[src/verilog/dcsp_regs.vh]
`ifndef DCSP_REGS_VH
`define DCSP_REGS_VH

// ----------------------------------------------------------------
// Register byte offsets
// ----------------------------------------------------------------
`define DCSP_OFF_SHADOW    12'h000
`define DCSP_OFF_SWITCH    12'h004
`define DCSP_OFF_DIVIDER   12'h008
`define DCSP_OFF_CORE      12'h00C

// ----------------------------------------------------------------
// Field positions
// ----------------------------------------------------------------
`define DCSP_SEL_HI        3
`define DCSP_SEL_LO        0
`define DCSP_SUT_HI        5
`define DCSP_SUT_LO        4
`define DCSP_CLK_OUT_BIT   6
`define DCSP_CCE_BIT       7
`define DCSP_RDY_BIT       4
`define DCSP_PCE_BIT       7
`define DCSP_RCF_BIT       2

// ----------------------------------------------------------------
// Command codes
// ----------------------------------------------------------------
`define DCSP_CMD_DISABLE   4'h1
`define DCSP_CMD_ENABLE    4'h2
`define DCSP_CMD_REQUEST   4'h3
`define DCSP_CMD_SWITCH    4'h4
`define DCSP_CMD_RECOVER   4'h5
`define DCSP_UNLOCK_BYTE   8'h80

// ----------------------------------------------------------------
// Source codes and source indices
// ----------------------------------------------------------------
`define DCSP_CODE_EXT      4'h0
`define DCSP_CODE_PLL_RC   4'h1
`define DCSP_CODE_RC8      4'h2
`define DCSP_CODE_WDT      4'h3
`define DCSP_CODE_PLL_XT   4'h4
`define DCSP_CODE_PLL_EXT  4'h5
`define DCSP_CODE_RC1      4'h6
`define DCSP_CODE_XTAL_BIT 3
`define DCSP_IDX_RC        0
`define DCSP_IDX_WDT       1
`define DCSP_IDX_EXT       2
`define DCSP_IDX_XTAL      3
`define DCSP_IDX_PLL       4
`define DCSP_NSRC          5

// ----------------------------------------------------------------
// Timing and reset values
// ----------------------------------------------------------------
`define DCSP_ARM_CYCLES    3'd4
`define DCSP_RDY_CNT0      15'd64
`define DCSP_RDY_CNT1      15'd256
`define DCSP_RDY_CNT2      15'd1024
`define DCSP_DIV_RESET     4'h0
`define DCSP_DIV_MAX       4'h8

`endif

[src/verilog/dcsp_prescaler.v]
`timescale 1ns/1ps
`default_nettype none

`include "dcsp_regs.vh"

module dcsp_prescaler (
    input  wire       clk_i,
    input  wire       rst_n_i,
    input  wire       load_i,
    input  wire [3:0] sel_i,
    output reg        tick_o
);

    reg  [7:0] cnt_q;
    reg  [3:0] sel_q;
    reg  [3:0] pend_sel_q;
    reg        pend_q;
    wire [7:0] mask;
    wire       hit;

    assign mask = (8'h01 << sel_q) - 8'h01;
    assign hit  = (cnt_q & mask) == mask;

    // New ratio waits for the old period to end, then counts afresh,
    // so no shortened period is ever produced.
    always @(posedge clk_i) begin
        if (!rst_n_i) begin
            cnt_q      <= 8'h00;
            sel_q      <= `DCSP_DIV_RESET;
            pend_sel_q <= `DCSP_DIV_RESET;
            pend_q     <= 1'b0;
            tick_o     <= 1'b0;
        end else begin
            tick_o <= hit;
            if (load_i) begin
                pend_sel_q <= sel_i;
                pend_q     <= 1'b1;
            end
            if (hit && pend_q && !load_i) begin
                sel_q  <= pend_sel_q;
                pend_q <= 1'b0;
                cnt_q  <= 8'h00;
            end else begin
                cnt_q <= cnt_q + 8'h01;
            end
        end
    end

endmodule

`default_nettype wire

[src/verilog/dcsp_top.v]
// Design decisions made here: register access over APB and the address map.
`timescale 1ns/1ps
`default_nettype none

`include "dcsp_regs.vh"

module dcsp_top #(
    parameter [14:0] RDY_CNT3 = 15'd16384
) (
    input  wire        clk_i,
    input  wire        rst_n_i,
    input  wire [7:0]  fuse_low_i,
    input  wire [4:0]  src_osc_i,
    input  wire        psel_i,
    input  wire        penable_i,
    input  wire        pwrite_i,
    input  wire [11:0] paddr_i,
    input  wire [31:0] pwdata_i,
    output reg  [31:0] prdata_o,
    output reg         pready_o,
    output reg         pslverr_o,
    output reg  [4:0]  src_en_o,
    output reg  [9:0]  src_sut_o,
    output reg  [4:0]  sys_src_o,
    output reg         clk_out_en_o,
    output reg         rc_freq_sel_o,
    output wire        clk_cpu_en_o,
    output wire        clk_io_en_o,
    output wire        clk_adc_en_o,
    output wire        clk_flash_en_o
);

    // ------------------------------------------------------------
    // Source code decode
    // ------------------------------------------------------------
    function [2:0] src_idx;
        input [3:0] code;
        begin
            if (code[`DCSP_CODE_XTAL_BIT])
                src_idx = `DCSP_IDX_XTAL;
            else if (code == `DCSP_CODE_EXT)
                src_idx = `DCSP_IDX_EXT;
            else if (code == `DCSP_CODE_WDT)
                src_idx = `DCSP_IDX_WDT;
            else if (code == `DCSP_CODE_RC8 || code == `DCSP_CODE_RC1)
                src_idx = `DCSP_IDX_RC;
            else if (code == `DCSP_CODE_PLL_RC ||
                     code == `DCSP_CODE_PLL_XT ||
                     code == `DCSP_CODE_PLL_EXT)
                src_idx = `DCSP_IDX_PLL;
            else
                src_idx = 3'd7;
        end
    endfunction

    function [2:0] pll_ref;
        input [3:0] code;
        begin
            if (code == `DCSP_CODE_PLL_XT)
                pll_ref = `DCSP_IDX_XTAL;
            else if (code == `DCSP_CODE_PLL_EXT)
                pll_ref = `DCSP_IDX_EXT;
            else
                pll_ref = `DCSP_IDX_RC;
        end
    endfunction

    // ------------------------------------------------------------
    // State
    // ------------------------------------------------------------
    localparam [1:0] ST_IDLE  = 2'b01;
    localparam [1:0] ST_COUNT = 2'b10;

    reg         init_done_q;
    reg  [6:0]  shadow_q;
    reg  [3:0]  last_cmd_q;
    reg         cce_q;
    reg  [2:0]  cce_cnt_q;
    reg         ready_q;
    reg  [3:0]  sys_code_q;
    reg  [3:0]  pll_code_q;
    reg  [3:0]  div_sel_q;
    reg         pce_q;
    reg  [2:0]  pce_cnt_q;
    reg  [1:0]  state_q;
    reg  [2:0]  cnt_src_q;
    reg  [14:0] cnt_q;
    reg  [14:0] cnt_end_q;
    reg  [4:0]  osc_s1_q;
    reg  [4:0]  osc_s2_q;
    reg  [4:0]  osc_s3_q;

    wire        acc;
    wire        wr;
    wire        mapped;
    wire [7:0]  wbyte;
    wire [3:0]  cmd_sel;
    wire [1:0]  cmd_sut;
    wire [2:0]  tgt;
    wire [2:0]  sys_idx;
    wire        cmd_go;
    wire        div_load;
    wire        osc_rise;
    reg  [14:0] sut_cnt;
    reg  [31:0] rdata;

    assign acc     = psel_i & penable_i & ~pready_o;
    assign wr      = psel_i & penable_i & pready_o & pwrite_i;
    assign wbyte   = pwdata_i[7:0];
    assign cmd_sel = shadow_q[`DCSP_SEL_HI:`DCSP_SEL_LO];
    assign cmd_sut = shadow_q[`DCSP_SUT_HI:`DCSP_SUT_LO];
    assign tgt     = src_idx(cmd_sel);
    assign sys_idx = src_idx(sys_code_q);
    assign mapped  = paddr_i == `DCSP_OFF_SHADOW  ||
                     paddr_i == `DCSP_OFF_SWITCH  ||
                     paddr_i == `DCSP_OFF_DIVIDER ||
                     paddr_i == `DCSP_OFF_CORE;

    // Command write counts only while armed and with the unlock bit low
    assign cmd_go   = wr && paddr_i == `DCSP_OFF_SWITCH && cce_q &&
                      !wbyte[`DCSP_CCE_BIT];
    assign div_load = wr && paddr_i == `DCSP_OFF_DIVIDER && pce_q &&
                      !wbyte[`DCSP_PCE_BIT] &&
                      wbyte[3:0] <= `DCSP_DIV_MAX;

    always @* begin
        case (cmd_sut)
            2'd0:    sut_cnt = `DCSP_RDY_CNT0;
            2'd1:    sut_cnt = `DCSP_RDY_CNT1;
            2'd2:    sut_cnt = `DCSP_RDY_CNT2;
            default: sut_cnt = RDY_CNT3;
        endcase
    end

    // ------------------------------------------------------------
    // Oscillator sampling
    // ------------------------------------------------------------
    // Counting uses sampled edges, so sources must be well below half
    // of the master clock for an exact count.
    always @(posedge clk_i) begin
        if (!rst_n_i) begin
            osc_s1_q <= 5'h00;
            osc_s2_q <= 5'h00;
            osc_s3_q <= 5'h00;
        end else begin
            osc_s1_q <= src_osc_i;
            osc_s2_q <= osc_s1_q;
            osc_s3_q <= osc_s2_q;
        end
    end

    assign osc_rise = osc_s2_q[cnt_src_q] & ~osc_s3_q[cnt_src_q];

    // ------------------------------------------------------------
    // Clock switch control
    // ------------------------------------------------------------
    always @(posedge clk_i) begin
        if (!rst_n_i) begin
            init_done_q   <= 1'b0;
            shadow_q      <= 7'h00;
            last_cmd_q    <= 4'h0;
            cce_q         <= 1'b0;
            cce_cnt_q     <= 3'd0;
            ready_q       <= 1'b0;
            sys_code_q    <= 4'h0;
            pll_code_q    <= 4'h0;
            src_en_o      <= 5'h00;
            src_sut_o     <= 10'h000;
            sys_src_o     <= 5'h00;
            clk_out_en_o  <= 1'b0;
            rc_freq_sel_o <= 1'b0;
            state_q       <= ST_IDLE;
            cnt_src_q     <= 3'd0;
            cnt_q         <= 15'd0;
            cnt_end_q     <= 15'd0;
        end else if (!init_done_q) begin
            init_done_q <= 1'b1;
            shadow_q    <= fuse_low_i[6:0];
            sys_code_q  <= fuse_low_i[3:0];
            pll_code_q  <= fuse_low_i[3:0];
            src_en_o    <= 5'h01 << src_idx(fuse_low_i[3:0]);
            sys_src_o   <= 5'h01 << src_idx(fuse_low_i[3:0]);
            rc_freq_sel_o <= fuse_low_i[3:0] == `DCSP_CODE_RC1;
        end else begin
            clk_out_en_o <= shadow_q[`DCSP_CLK_OUT_BIT];
            if (cce_q) begin
                if (cce_cnt_q == `DCSP_ARM_CYCLES - 3'd1 || cmd_go)
                    cce_q <= 1'b0;
                cce_cnt_q <= cce_cnt_q + 3'd1;
            end else if (wr && paddr_i == `DCSP_OFF_SWITCH &&
                         wbyte == `DCSP_UNLOCK_BYTE) begin
                cce_q     <= 1'b1;
                cce_cnt_q <= 3'd0;
            end
            if (wr && paddr_i == `DCSP_OFF_SHADOW)
                shadow_q <= wbyte[6:0];
            if (wr && paddr_i == `DCSP_OFF_CORE && src_en_o[`DCSP_IDX_RC])
                rc_freq_sel_o <= wbyte[`DCSP_RCF_BIT];
            if (!src_en_o[`DCSP_IDX_RC])
                rc_freq_sel_o <= 1'b0;
            case (state_q)
                ST_IDLE: begin
                end
                ST_COUNT: begin
                    if (osc_rise)
                        cnt_q <= cnt_q + 15'd1;
                    if (osc_rise && cnt_q + 15'd1 >= cnt_end_q) begin
                        ready_q <= 1'b1;
                        state_q <= ST_IDLE;
                    end
                end
                default: state_q <= ST_IDLE;
            endcase
            if (cmd_go && tgt != 3'd7) begin
                last_cmd_q <= wbyte[3:0];
                case (wbyte[3:0])
                    `DCSP_CMD_ENABLE: begin
                        if (!((tgt == `DCSP_IDX_EXT &&
                               src_en_o[`DCSP_IDX_XTAL]) ||
                              (tgt == `DCSP_IDX_XTAL &&
                               src_en_o[`DCSP_IDX_EXT]) ||
                              (tgt == `DCSP_IDX_PLL &&
                               sys_idx == `DCSP_IDX_PLL))) begin
                            src_en_o[tgt] <= 1'b1;
                            src_sut_o[2*tgt +: 2] <= cmd_sut;
                            if (tgt == `DCSP_IDX_PLL) begin
                                pll_code_q <= cmd_sel;
                                src_en_o[pll_ref(cmd_sel)] <= 1'b1;
                            end
                        end
                    end
                    `DCSP_CMD_DISABLE: begin
                        if (tgt != sys_idx &&
                            !(sys_idx == `DCSP_IDX_PLL &&
                              tgt == pll_ref(pll_code_q))) begin
                            src_en_o[tgt]         <= 1'b0;
                            src_sut_o[2*tgt +: 2] <= cmd_sut;
                        end
                    end
                    `DCSP_CMD_REQUEST: begin
                        src_sut_o[2*tgt +: 2] <= cmd_sut;
                        ready_q   <= 1'b0;
                        cnt_src_q <= tgt;
                        cnt_q     <= 15'd0;
                        cnt_end_q <= sut_cnt;
                        state_q   <= ST_COUNT;
                    end
                    `DCSP_CMD_SWITCH: begin
                        if (src_en_o[tgt] &&
                            !(tgt == `DCSP_IDX_PLL &&
                              cmd_sel != pll_code_q) &&
                            !(sys_idx == `DCSP_IDX_EXT &&
                              tgt == `DCSP_IDX_XTAL) &&
                            !(sys_idx == `DCSP_IDX_XTAL &&
                              tgt == `DCSP_IDX_EXT) &&
                            !(tgt == sys_idx &&
                              tgt == `DCSP_IDX_RC)) begin
                            src_sut_o[2*tgt +: 2] <= cmd_sut;
                            sys_code_q <= cmd_sel;
                            sys_src_o  <= 5'h01 << tgt;
                        end
                    end
                    `DCSP_CMD_RECOVER: begin
                        shadow_q[`DCSP_SEL_HI:`DCSP_SEL_LO] <=
                            sys_code_q;
                    end
                    default: last_cmd_q <= last_cmd_q;
                endcase
            end else if (cmd_go && wbyte[3:0] == `DCSP_CMD_RECOVER) begin
                last_cmd_q <= wbyte[3:0];
                shadow_q[`DCSP_SEL_HI:`DCSP_SEL_LO] <= sys_code_q;
            end
        end
    end

    // ------------------------------------------------------------
    // Divider register
    // ------------------------------------------------------------
    // Rewriting the unlock during the window neither extends nor
    // clears it.
    always @(posedge clk_i) begin
        if (!rst_n_i) begin
            div_sel_q <= `DCSP_DIV_RESET;
            pce_q     <= 1'b0;
            pce_cnt_q <= 3'd0;
        end else begin
            if (pce_q) begin
                if (pce_cnt_q == `DCSP_ARM_CYCLES - 3'd1 || div_load)
                    pce_q <= 1'b0;
                pce_cnt_q <= pce_cnt_q + 3'd1;
            end else if (wr && paddr_i == `DCSP_OFF_DIVIDER &&
                         wbyte == `DCSP_UNLOCK_BYTE) begin
                pce_q     <= 1'b1;
                pce_cnt_q <= 3'd0;
            end
            if (div_load)
                div_sel_q <= wbyte[3:0];
        end
    end

    dcsp_prescaler u_presc (
        .clk_i   (clk_i),
        .rst_n_i (rst_n_i),
        .load_i  (div_load),
        .sel_i   (wbyte[3:0]),
        .tick_o  (clk_cpu_en_o)
    );

    assign clk_io_en_o    = clk_cpu_en_o;
    assign clk_adc_en_o   = clk_cpu_en_o;
    assign clk_flash_en_o = clk_cpu_en_o;

    // ------------------------------------------------------------
    // APB slave, one wait state
    // ------------------------------------------------------------
    always @* begin
        rdata = 32'h0000_0000;
        case (paddr_i)
            `DCSP_OFF_SHADOW:  rdata[6:0] = shadow_q;
            `DCSP_OFF_SWITCH: begin
                rdata[`DCSP_CCE_BIT] = cce_q;
                rdata[`DCSP_RDY_BIT] = ready_q;
                rdata[3:0]           = last_cmd_q;
            end
            `DCSP_OFF_DIVIDER: begin
                rdata[`DCSP_PCE_BIT] = pce_q;
                rdata[3:0]           = div_sel_q;
            end
            `DCSP_OFF_CORE:    rdata[`DCSP_RCF_BIT] = rc_freq_sel_o;
            default:           rdata = 32'h0000_0000;
        endcase
    end

    always @(posedge clk_i) begin
        if (!rst_n_i) begin
            pready_o  <= 1'b0;
            pslverr_o <= 1'b0;
            prdata_o  <= 32'h0000_0000;
        end else begin
            pready_o  <= acc;
            pslverr_o <= acc & ~mapped;
            if (acc && !pwrite_i)
                prdata_o <= rdata;
        end
    end

endmodule

`default_nettype wire

[config.mk]
export PLATFORM = sky130hd
export DESIGN_NAME = dcsp_top
export DESIGN_NICKNAME = d
export VERILOG_FILES = /design/src/verilog/dcsp_prescaler.v /design/src/verilog/dcsp_top.v
export VERILOG_INCLUDE_DIRS = /design/src /design/src/verilog
export SDC_FILE = /design/constraint.sdc
export NUM_CORES = 1
export LEC_CHECK = 0
export BUFFER_PORTS_ARGS = -buffer_cell sky130_fd_sc_hd__buf_2
export CORE_MARGIN = 1
export CORE_UTILIZATION = 25
export DETAILED_ROUTE_END_ITERATION = 8
export SYNTH_ARGS = -nofsm -noshare
export SYNTH_HDL_FRONTEND = slang
export SYNTH_SLANG_ARGS = --single-unit
[constraint.sdc]
create_clock -name clk_i -period 3.45 [get_ports clk_i]
set_input_delay 1.035 -clock clk_i [delete_from_list [all_inputs] [get_ports clk_i]]
set_output_delay 1.035 -clock clk_i [all_outputs]
set_load 0.02 [all_outputs]
==> out/qor.txt, run 1 <==
Setup Buffers After CTS: 0
Core Region: 0.0262 mm^2
DRC Markers: 6
Critical Path Max Stage Delay: 560 ps
Final Skew: 11.3 ps
met2 wire length: 8660 um
PD cells: 443 mW/mm^2
Setup Viol. Count Final: 0
R2R setup slack: 270 ps
first-pass GRT wire length: 29100 um
sequential share of the synthesized area: 35.2%
final hold violations: 0
violated checks: design-rule violations
Top cell by count, worst path: buf_4
placed cell area: 0.00740 mm^2
Maximum Capacitance Violations: 0
DRT Pass-1 Iters: 7
global route overflow: 0
worst path cell trace: nor3_1 -> a211oi_4 -> inv_2 -> ha_1 -> buf_4 -> a211oi_1 -> o221ai_1 -> buf_4 -> or4_4 -> mux2i_1
arrival time at the worst endpoint: 3490 ps
port bufs: 72
vias in the first global route: 5489
DP HPWL: 13500 um
min cycle time layout: 3180 ps
slowest stage cell, crit path: dfxtp_1
worst vdd ir: 0.329 mV
Worst-path clk slew: 60 ps
Slew @ Worst Pin: 677 ps
fraction of layout cells with a size suffix above 1: 18.6%
Layout Nets: 963
Routed Antenna Nets: 0
Buf/Inv on CP: 3
TritonCTS Buffers: 17
RSZ-0062 raised after global routing: false
crit-path max FO: 9
Worst Hold Launch: osc_s1_q[3]
Synth cell types: 81
share of flip-flops with an asynchronous set or reset: 0%
Total Neg Setup Slack: 0 ps
Die Y: 166 um
most frequent cells in the layout: dfxtp_1 (118), nor2_1 (79), nand2_1 (78)
DIE AREA: 0.0275 mm^2
Achievable Freq: 314 MHz
Pleak: 3.20 nW
family with the most delay on the worst path: compound AO/OA/AOI/OAI gates
vias per cell: 4.81
post_cts resized: 0
initial antenna violation count: 1
CTS root buffer: clkbuf_16
DR iter-0 viols: 295
largest cells by area after synthesis: dfxtp_1 (35%), mux2i_1 (5.2%), nor2_1 (4.4%)
Min-Delay Path Class: flip-flop to flip-flop
routed len/inst: 14.7 um
CP Launch Point: shadow_q[1]
Final Max Slew Viols: 0
met3 WL: 759 um
Synth Instances: 813
Final Cell Area: 0.00799 mm^2
Post-synth EDFFs: 0
Placer Congestion: 0.864
synthesized flop and latch total: 118
Yosys top cell area share: 35.2%
final WL: 18100 um
Required @ worst endpoint: 3760 ps
worst skew pair latency: 430 ps
Area growth syn-to-layout: 18.8%
Primary FF master, synth: dfxtp_1
max layer used: met5
hold_ws: 431 ps
Die Wd: 166 um
GRT Util Overall: 13.3%
htree depth: 4
critical path class: flip-flop to flip-flop
num rows: 59
kind of start point of the critical path: flip-flop
starting density of the core: 25.6%
RR Startpoint: shadow_q[1]
normalized max-slew margin: 54.5%
crit share post-route: 92.2%
Worst Setup End Kind: flip-flop
Mean Syn Cell Area: 8.27 um^2
# hold bufs at CTS: 0
M1 WL: 8210 um
mapped cell area: 0.00672 mm^2
status: complete, but fails checks
via count: 5910
io pins: 122
area leader, netlist: dfxtp_1
clock buffer depth: 2
pin count of the biggest net entering global routing: 48
CTS Sinks: 118
synth warn: 0
CTS tree: built
most common cell after layout, fill and taps aside: dfxtp_1
## cell families after synthesis
| kind of cell | after synthesis | synth area share (%) |
|---|---|---|
| mux | 39 | 6.22 |
| compound gates | 168 | 17.4 |
| other cells | 1 | 0.0558 |
| buf+inv | 106 | 7.82 |
| fa+ha+maj | 22 | 4.10 |
| flops | 118 | 35.2 |
| xor+xnor | 22 | 3.09 |
| simple gates | 337 | 26.2 |
## final timing paths
kind,endpoint,cells past startpoint
min reg2reg,osc_s2_q[3],1
max,src_sut_o[5],10
max reg2reg,src_sut_o[5],10
min,osc_s2_q[3],1
## stage by stage
stage / power [mW] / util [%] / instances / setup WS (ps)
after floorplan: 1.72 / - / 836 / 449
after global placement: 1.81 / 28.2 / 1195 / 196
after detailed placement: 1.81 / 28.2 / 1195 / 160
after CTS: 3.57 / 30.5 / 1227 / 288
after global routing: 3.67 / 30.5 / 1227 / 68.9
final: 3.54 / 30.5 / 1228 / 270
## where the power goes
part | leakage, nW | total, mW | internal (mW) | switching [mW]
sequential | 0.960 | 1.43 | 1.39 | 0.0357
combinational | 1.96 | 0.351 | 0.122 | 0.229
clock | 0.286 | 1.76 | 1.02 | 0.736
total | 3.20 | 3.54 | 2.54 | 1.00
## metal layers
layer	track usage, %	up-vias
met4	5.28	2
met2	22.0	119
met5	0	-
met3	3.29	30
met1	16.5	2779
li1	-	2980
## synthesized netlist by cell type (5+ instances only)
master and count:
nand3_1 28, and2_1 21, a31oi_1 12, o211ai_1 8, nor4b_1 5, mux2i_1 35, nor3b_1 6, nor2b_1 22
buf_2 9, nor3_1 23, clkbuf_1 40, a21oi_1 45, nand3b_1 5, nand2_1 78, dfxtp_1 118, a211oi_1 14
o21ai_0 30, o211a_1 8, nor4_1 9, nor2_1 79, buf_4 27, a22oi_1 5, ha_1 22, inv_1 23
nand2b_1 12, nand4_1 12, xnor2_1 9, and3_1 10, xor2_1 11
## flip-flops by register name, summed over array words and instances, names as in the netlist, 5 cells and up, named ones only
signal / cells
osc_s3_q: 5
cnt_q: 15
u_presc.cnt_q: 8
shadow_q: 7
prdata_o: 8
osc_s1_q: 5
src_sut_o: 10
sys_src_o: 5
osc_s2_q: 5
## cell type report
type | count | area (um^2)
clock inverter | 15 | 159
timing repair buffer | 104 | 601
clock buffer | 17 | 425
sequential | 118 | 2360
fill | 2770 | 18200
antenna | 1 | 2.50
multi-input combinational | 612 | 3920
tap | 335 | 419
inverter | 26 | 97.6
Note: power is estimated with default switching activity, not from simulation.
==> run 2, diff against run 1 <==
--- a/config.mk
+++ b/config.mk
@@ -8,7 +8,8 @@
 export LEC_CHECK = 0
 export BUFFER_PORTS_ARGS = -buffer_cell sky130_fd_sc_hd__buf_2
-export CORE_MARGIN = 1
-export CORE_UTILIZATION = 25
+export CORE_MARGIN = 4
+export CORE_UTILIZATION = 55
 export DETAILED_ROUTE_END_ITERATION = 8
+export PLACE_DENSITY = 0.79
 export SYNTH_ARGS = -nofsm -noshare
 export SYNTH_HDL_FRONTEND = slang
==> constraint.sdc (replaced) <==
create_clock -name clk_i -period 3.45 [get_ports clk_i]
set_input_delay 1.035 -clock clk_i [delete_from_list [all_inputs] [get_ports clk_i]]
set_output_delay 1.035 -clock clk_i [all_outputs]
set_load 0.05 [all_outputs]
==> out/qor.txt, run 2 (synthesized netlist as in run 1, its figures left out) <==
status: finished clean
DRC Markers: 0
RSZ-0062 raised after global routing: false
arrival time at the worst endpoint: 3480 ps
met3 Resource Use GR: 5.17%
vias in the first global route: 5838
most frequent cells in the layout: dfxtp_1 (118), nor2_1 (79), nand2_1 (78)
Routed Antenna Nets: 0
placed cell area: 0.00716 mm^2
Maximum Capacitance Violations: 0
Layout Nets: 963
# hold bufs at CTS: 0
Pleak: 3.21 nW
initial antenna violation count: 0
slowest stage cell, crit path: dfxtp_1
worst path cell trace: ha_1 -> nand3_1 -> nor2_1 -> nand2_1 -> or3_1 -> nor2_1 -> xor2_1 -> ha_1 -> nor2_1 -> o211ai_1 -> a211oi_1 -> nor3_1 -> o211a_1
num rows: 40
Die Wd: 119 um
normalized max-slew margin: 44.2%
number of cells on the worst hold path: 1
Min-Delay Path Class: flip-flop to flip-flop
global route overflow: 0
Setup Viol. Count Final: 0
Setup Buffers After CTS: 0
Top cell by count, worst path: nor2_1
R2R cell count: 13
crit share post-route: 91.8%
CTS Sinks: 118
Placer Congestion: 0.918
pin count of the biggest net entering global routing: 48
Largest regs: cnt_q x15, src_sut_o x10
hold_ws: 433 ps
Required @ worst endpoint: 3760 ps
Final Core Density: 65.0%
Final Skew: 7.19 ps
Achievable Freq: 316 MHz
DRT Pass-1 Iters: 5
io pins: 122
Worst-path clk slew: 60 ps
final hold violations: 0
Pwr Total: 3.66 mW
worst vdd ir: 0.488 mV
first-pass GRT wire length: 28300 um
Largest register FFs: 15
M1 GR Usage: 31.0%
antenna cell count: 0
worst skew pair latency: 420 ps
DIE AREA: 0.0141 mm^2
post_cts resized: 0
met2 Usage GRT: 40.6%
family with the most delay on the worst path: simple AND/OR/NAND/NOR gates
Final Cell Area: 0.00777 mm^2
DR iter-0 viols: 552
PD cells: 471 mW/mm^2
port bufs: 72
critical path class: flip-flop to flip-flop
crit-path max FO: 6
DP HPWL: 12000 um
Final Max Slew Viols: 0
via count: 6073
Core Region: 0.0120 mm^2
starting density of the core: 56.2%
GRT Util Overall: 24.6%
TritonCTS Buffers: 17
routed len/inst: 16.4 um
Critical Path Max Stage Delay: 420 ps
final WL: 17000 um
Slew @ Worst Pin: 835 ps
Critical Path Stages: 13
fraction of layout cells with a size suffix above 1: 18.6%
min cycle time layout: 3170 ps
busiest grt layer: met2
Worst Setup End Kind: flip-flop
CTS tree: built
clock buffer depth: 2
Total Neg Setup Slack: 0 ps
Die Y: 119 um
kind of start point of the critical path: flip-flop
Largest Register: cnt_q
CTS root buffer: clkbuf_16
most common cell after layout, fill and taps aside: dfxtp_1
vias per cell: 5.85
htree depth: 4
Area growth syn-to-layout: 15.6%
Buf/Inv on CP: 0
[run 2: cell type report]
cell class / count / area (um^2)
tap: 147 / 184
clock buffer: 17 / 425
sequential: 118 / 2360
timing repair buffer: 104 / 601
fill: 1023 / 4190
clock inverter: 15 / 180
inverter: 26 / 97.6
multi-input combinational: 612 / 3920
[run 2: report_power, final]
| group | internal (mW) | total, mW | leakage [nW] | switching [mW] |
|---|---|---|---|---|
| clock | 1.09 | 1.82 | 0.296 | 0.726 |
| sequential | 1.39 | 1.43 | 0.960 | 0.0355 |
| combinational | 0.123 | 0.409 | 1.96 | 0.286 |
| total | 2.61 | 3.66 | 3.21 | 1.05 |
[run 2: path summary, 6_finish.rpt]
kind,start,endpoint,slack (ps)
max,cnt_q[0],ready_q,280
min,osc_s1_q[0],osc_s2_q[0],430
max reg2reg,cnt_q[0],ready_q,280
min reg2reg,osc_s1_q[0],osc_s2_q[0],430
[run 2: layer usage]
layer,up-vias,part of all wire [%]
met5,-,0
met4,0,2.7
met3,46,5.7
met2,197,48
met1,2859,43
li1,2971,-
[run 2: metrics by stage]
| step | cells | setup slack [ps] |
|---|---|---|
| floorplan | 836 | 449 |
| global placement | 1007 | 248 |
| detailed placement | 1007 | 109 |
| CTS | 1039 | 305 |
| global route | 1039 | 76.9 |
| finish | 1039 | 283 |
==> run 3, diff against run 2 <==
CAP_MARGIN = 20   (was default)
clock period = 3 ns   (was 3.45 ns; I/O delays follow)
==> out/qor.txt, run 3 (synthesized netlist as in run 1, its figures left out) <==
Pwr Total: 4.06 mW
# hold bufs at CTS: 0
Achievable Freq: 352 MHz
port bufs: 72
final WL: 16900 um
antenna cell count: 0
Worst Setup End Kind: flip-flop
Worst Hold Launch: osc_s1_q[1]
Routed Antenna Nets: 0
global route overflow: 0
DP HPWL: 12300 um
arrival time at the worst endpoint: 3140 ps
io pins: 122
status: finished clean
fin cells: 1067
normalized max-slew margin: 57.5%
PD cells: 508 mW/mm^2
num rows: 40
vias per cell: 5.82
kind of start point of the critical path: flip-flop
CTS Sinks: 118
R2R cell count: 9
final hold violations: 0
min cycle time layout: 2840 ps
Total Neg Setup Slack: 0 ps
clock buffer depth: 2
worst vdd ir: 0.386 mV
crit-path max FO: 16
RR Startpoint: shadow_q[2]
Die Wd: 119 um
DR iter-0 viols: 503
DIE AREA: 0.0141 mm^2
Required @ worst endpoint: 3300 ps
pin count of the biggest net entering global routing: 79
TritonCTS Buffers: 17
Slew @ Worst Pin: 632 ps
vias in the first global route: 5811
worst skew pair latency: 420 ps
placed cells: 1034
Final Max Slew Viols: 0
first-pass GRT wire length: 28100 um
Layout Nets: 991
Final Skew: 7.28 ps
crit share post-route: 94.7%
placed cell area: 0.00738 mm^2
initial antenna violation count: 0
final worst-path setup slack: 159 ps
Largest regs: cnt_q x15, src_sut_o x10
most common cell after layout, fill and taps aside: dfxtp_1
Core Region: 0.0120 mm^2
htree depth: 4
routed len/inst: 15.9 um
Worst-path clk slew: 60 ps
CP Launch Point: shadow_q[2]
Final Core Density: 66.8%
Pleak: 3.35 nW
CTS root buffer: clkbuf_16
Final Cell Area: 0.00800 mm^2
fraction of layout cells with a size suffix above 1: 21.5%
Setup Viol. Count Final: 0
Min-Delay Path Class: flip-flop to flip-flop
pre-CTS setup slack: -82.2 ps
number of cells on the worst hold path: 1
Largest register FFs: 15
Area growth syn-to-layout: 19.0%
starting density of the core: 56.2%
DRC Markers: 0
GRT Util Overall: 24.3%
critical path class: flip-flop to flip-flop
Placer Congestion: 0.921
CTS tree: built
hold_ws: 431 ps
Die Y: 119 um
via count: 6209
Largest Register: cnt_q
RSZ-0062 raised after global routing: false
most frequent cells in the layout: dfxtp_1 (118), nor2_1 (79), nand2_1 (78)
DRT Pass-1 Iters: 5
Maximum Capacitance Violations: 0
## run 3: where the power goes
group / internal, mW / leakage [nW] / switching (mW)
Sequential: 1.60 / 0.960 / 0.0393
Clock: 1.17 / 0.274 / 0.756
Combinational: 0.157 / 2.12 / 0.336
Total: 2.93 / 3.35 / 1.13
## run 3: routing by layer
metal | up-vias | GRT usage (%) | share of wire [%] | routed length, um
li1 | 3038 | - | - | -
met1 | 2928 | 31.3 | 44 | 7470
met5 | - | 0 | 0 | 0
met4 | 0 | 9.63 | 2.2 | 375
met3 | 36 | 5.50 | 5.9 | 1010
met2 | 207 | 39.5 | 48 | 8080
## run 3: timing repair
item,in CTS,in global routing
endpoints found under the setup margin,0,27
endpoints found under the hold margin,0,0
resized for setup,0,9
setup buffers,0,1
## run 3: critical path, stage by stage (launching register included)
cell and delay (ps):
dfxtp_1 310, buf_4 200, a211oi_4 390, inv_2 130
ha_1 280, a32oi_1 170, o2111ai_1 180, a211o_1 390
or4_4 530, mux2i_1 130
## run 3: cell type report
type	instances	area (um^2)
clock buffers	19	443
well taps	147	184
repair buffers	132	827
inverters	26	97.6
clock inverters	13	125
flip-flops and latches	118	2360
fillers	998	3970
multi-input cells	612	3960
## run 3: worst paths after layout
kind | to | slack [ps]
worst max-delay path | src_sut_o[5] | 160
worst min-delay path | osc_s2_q[1] | 430
worst max register to register | src_sut_o[5] | 160
worst min register to register | osc_s2_q[1] | 430
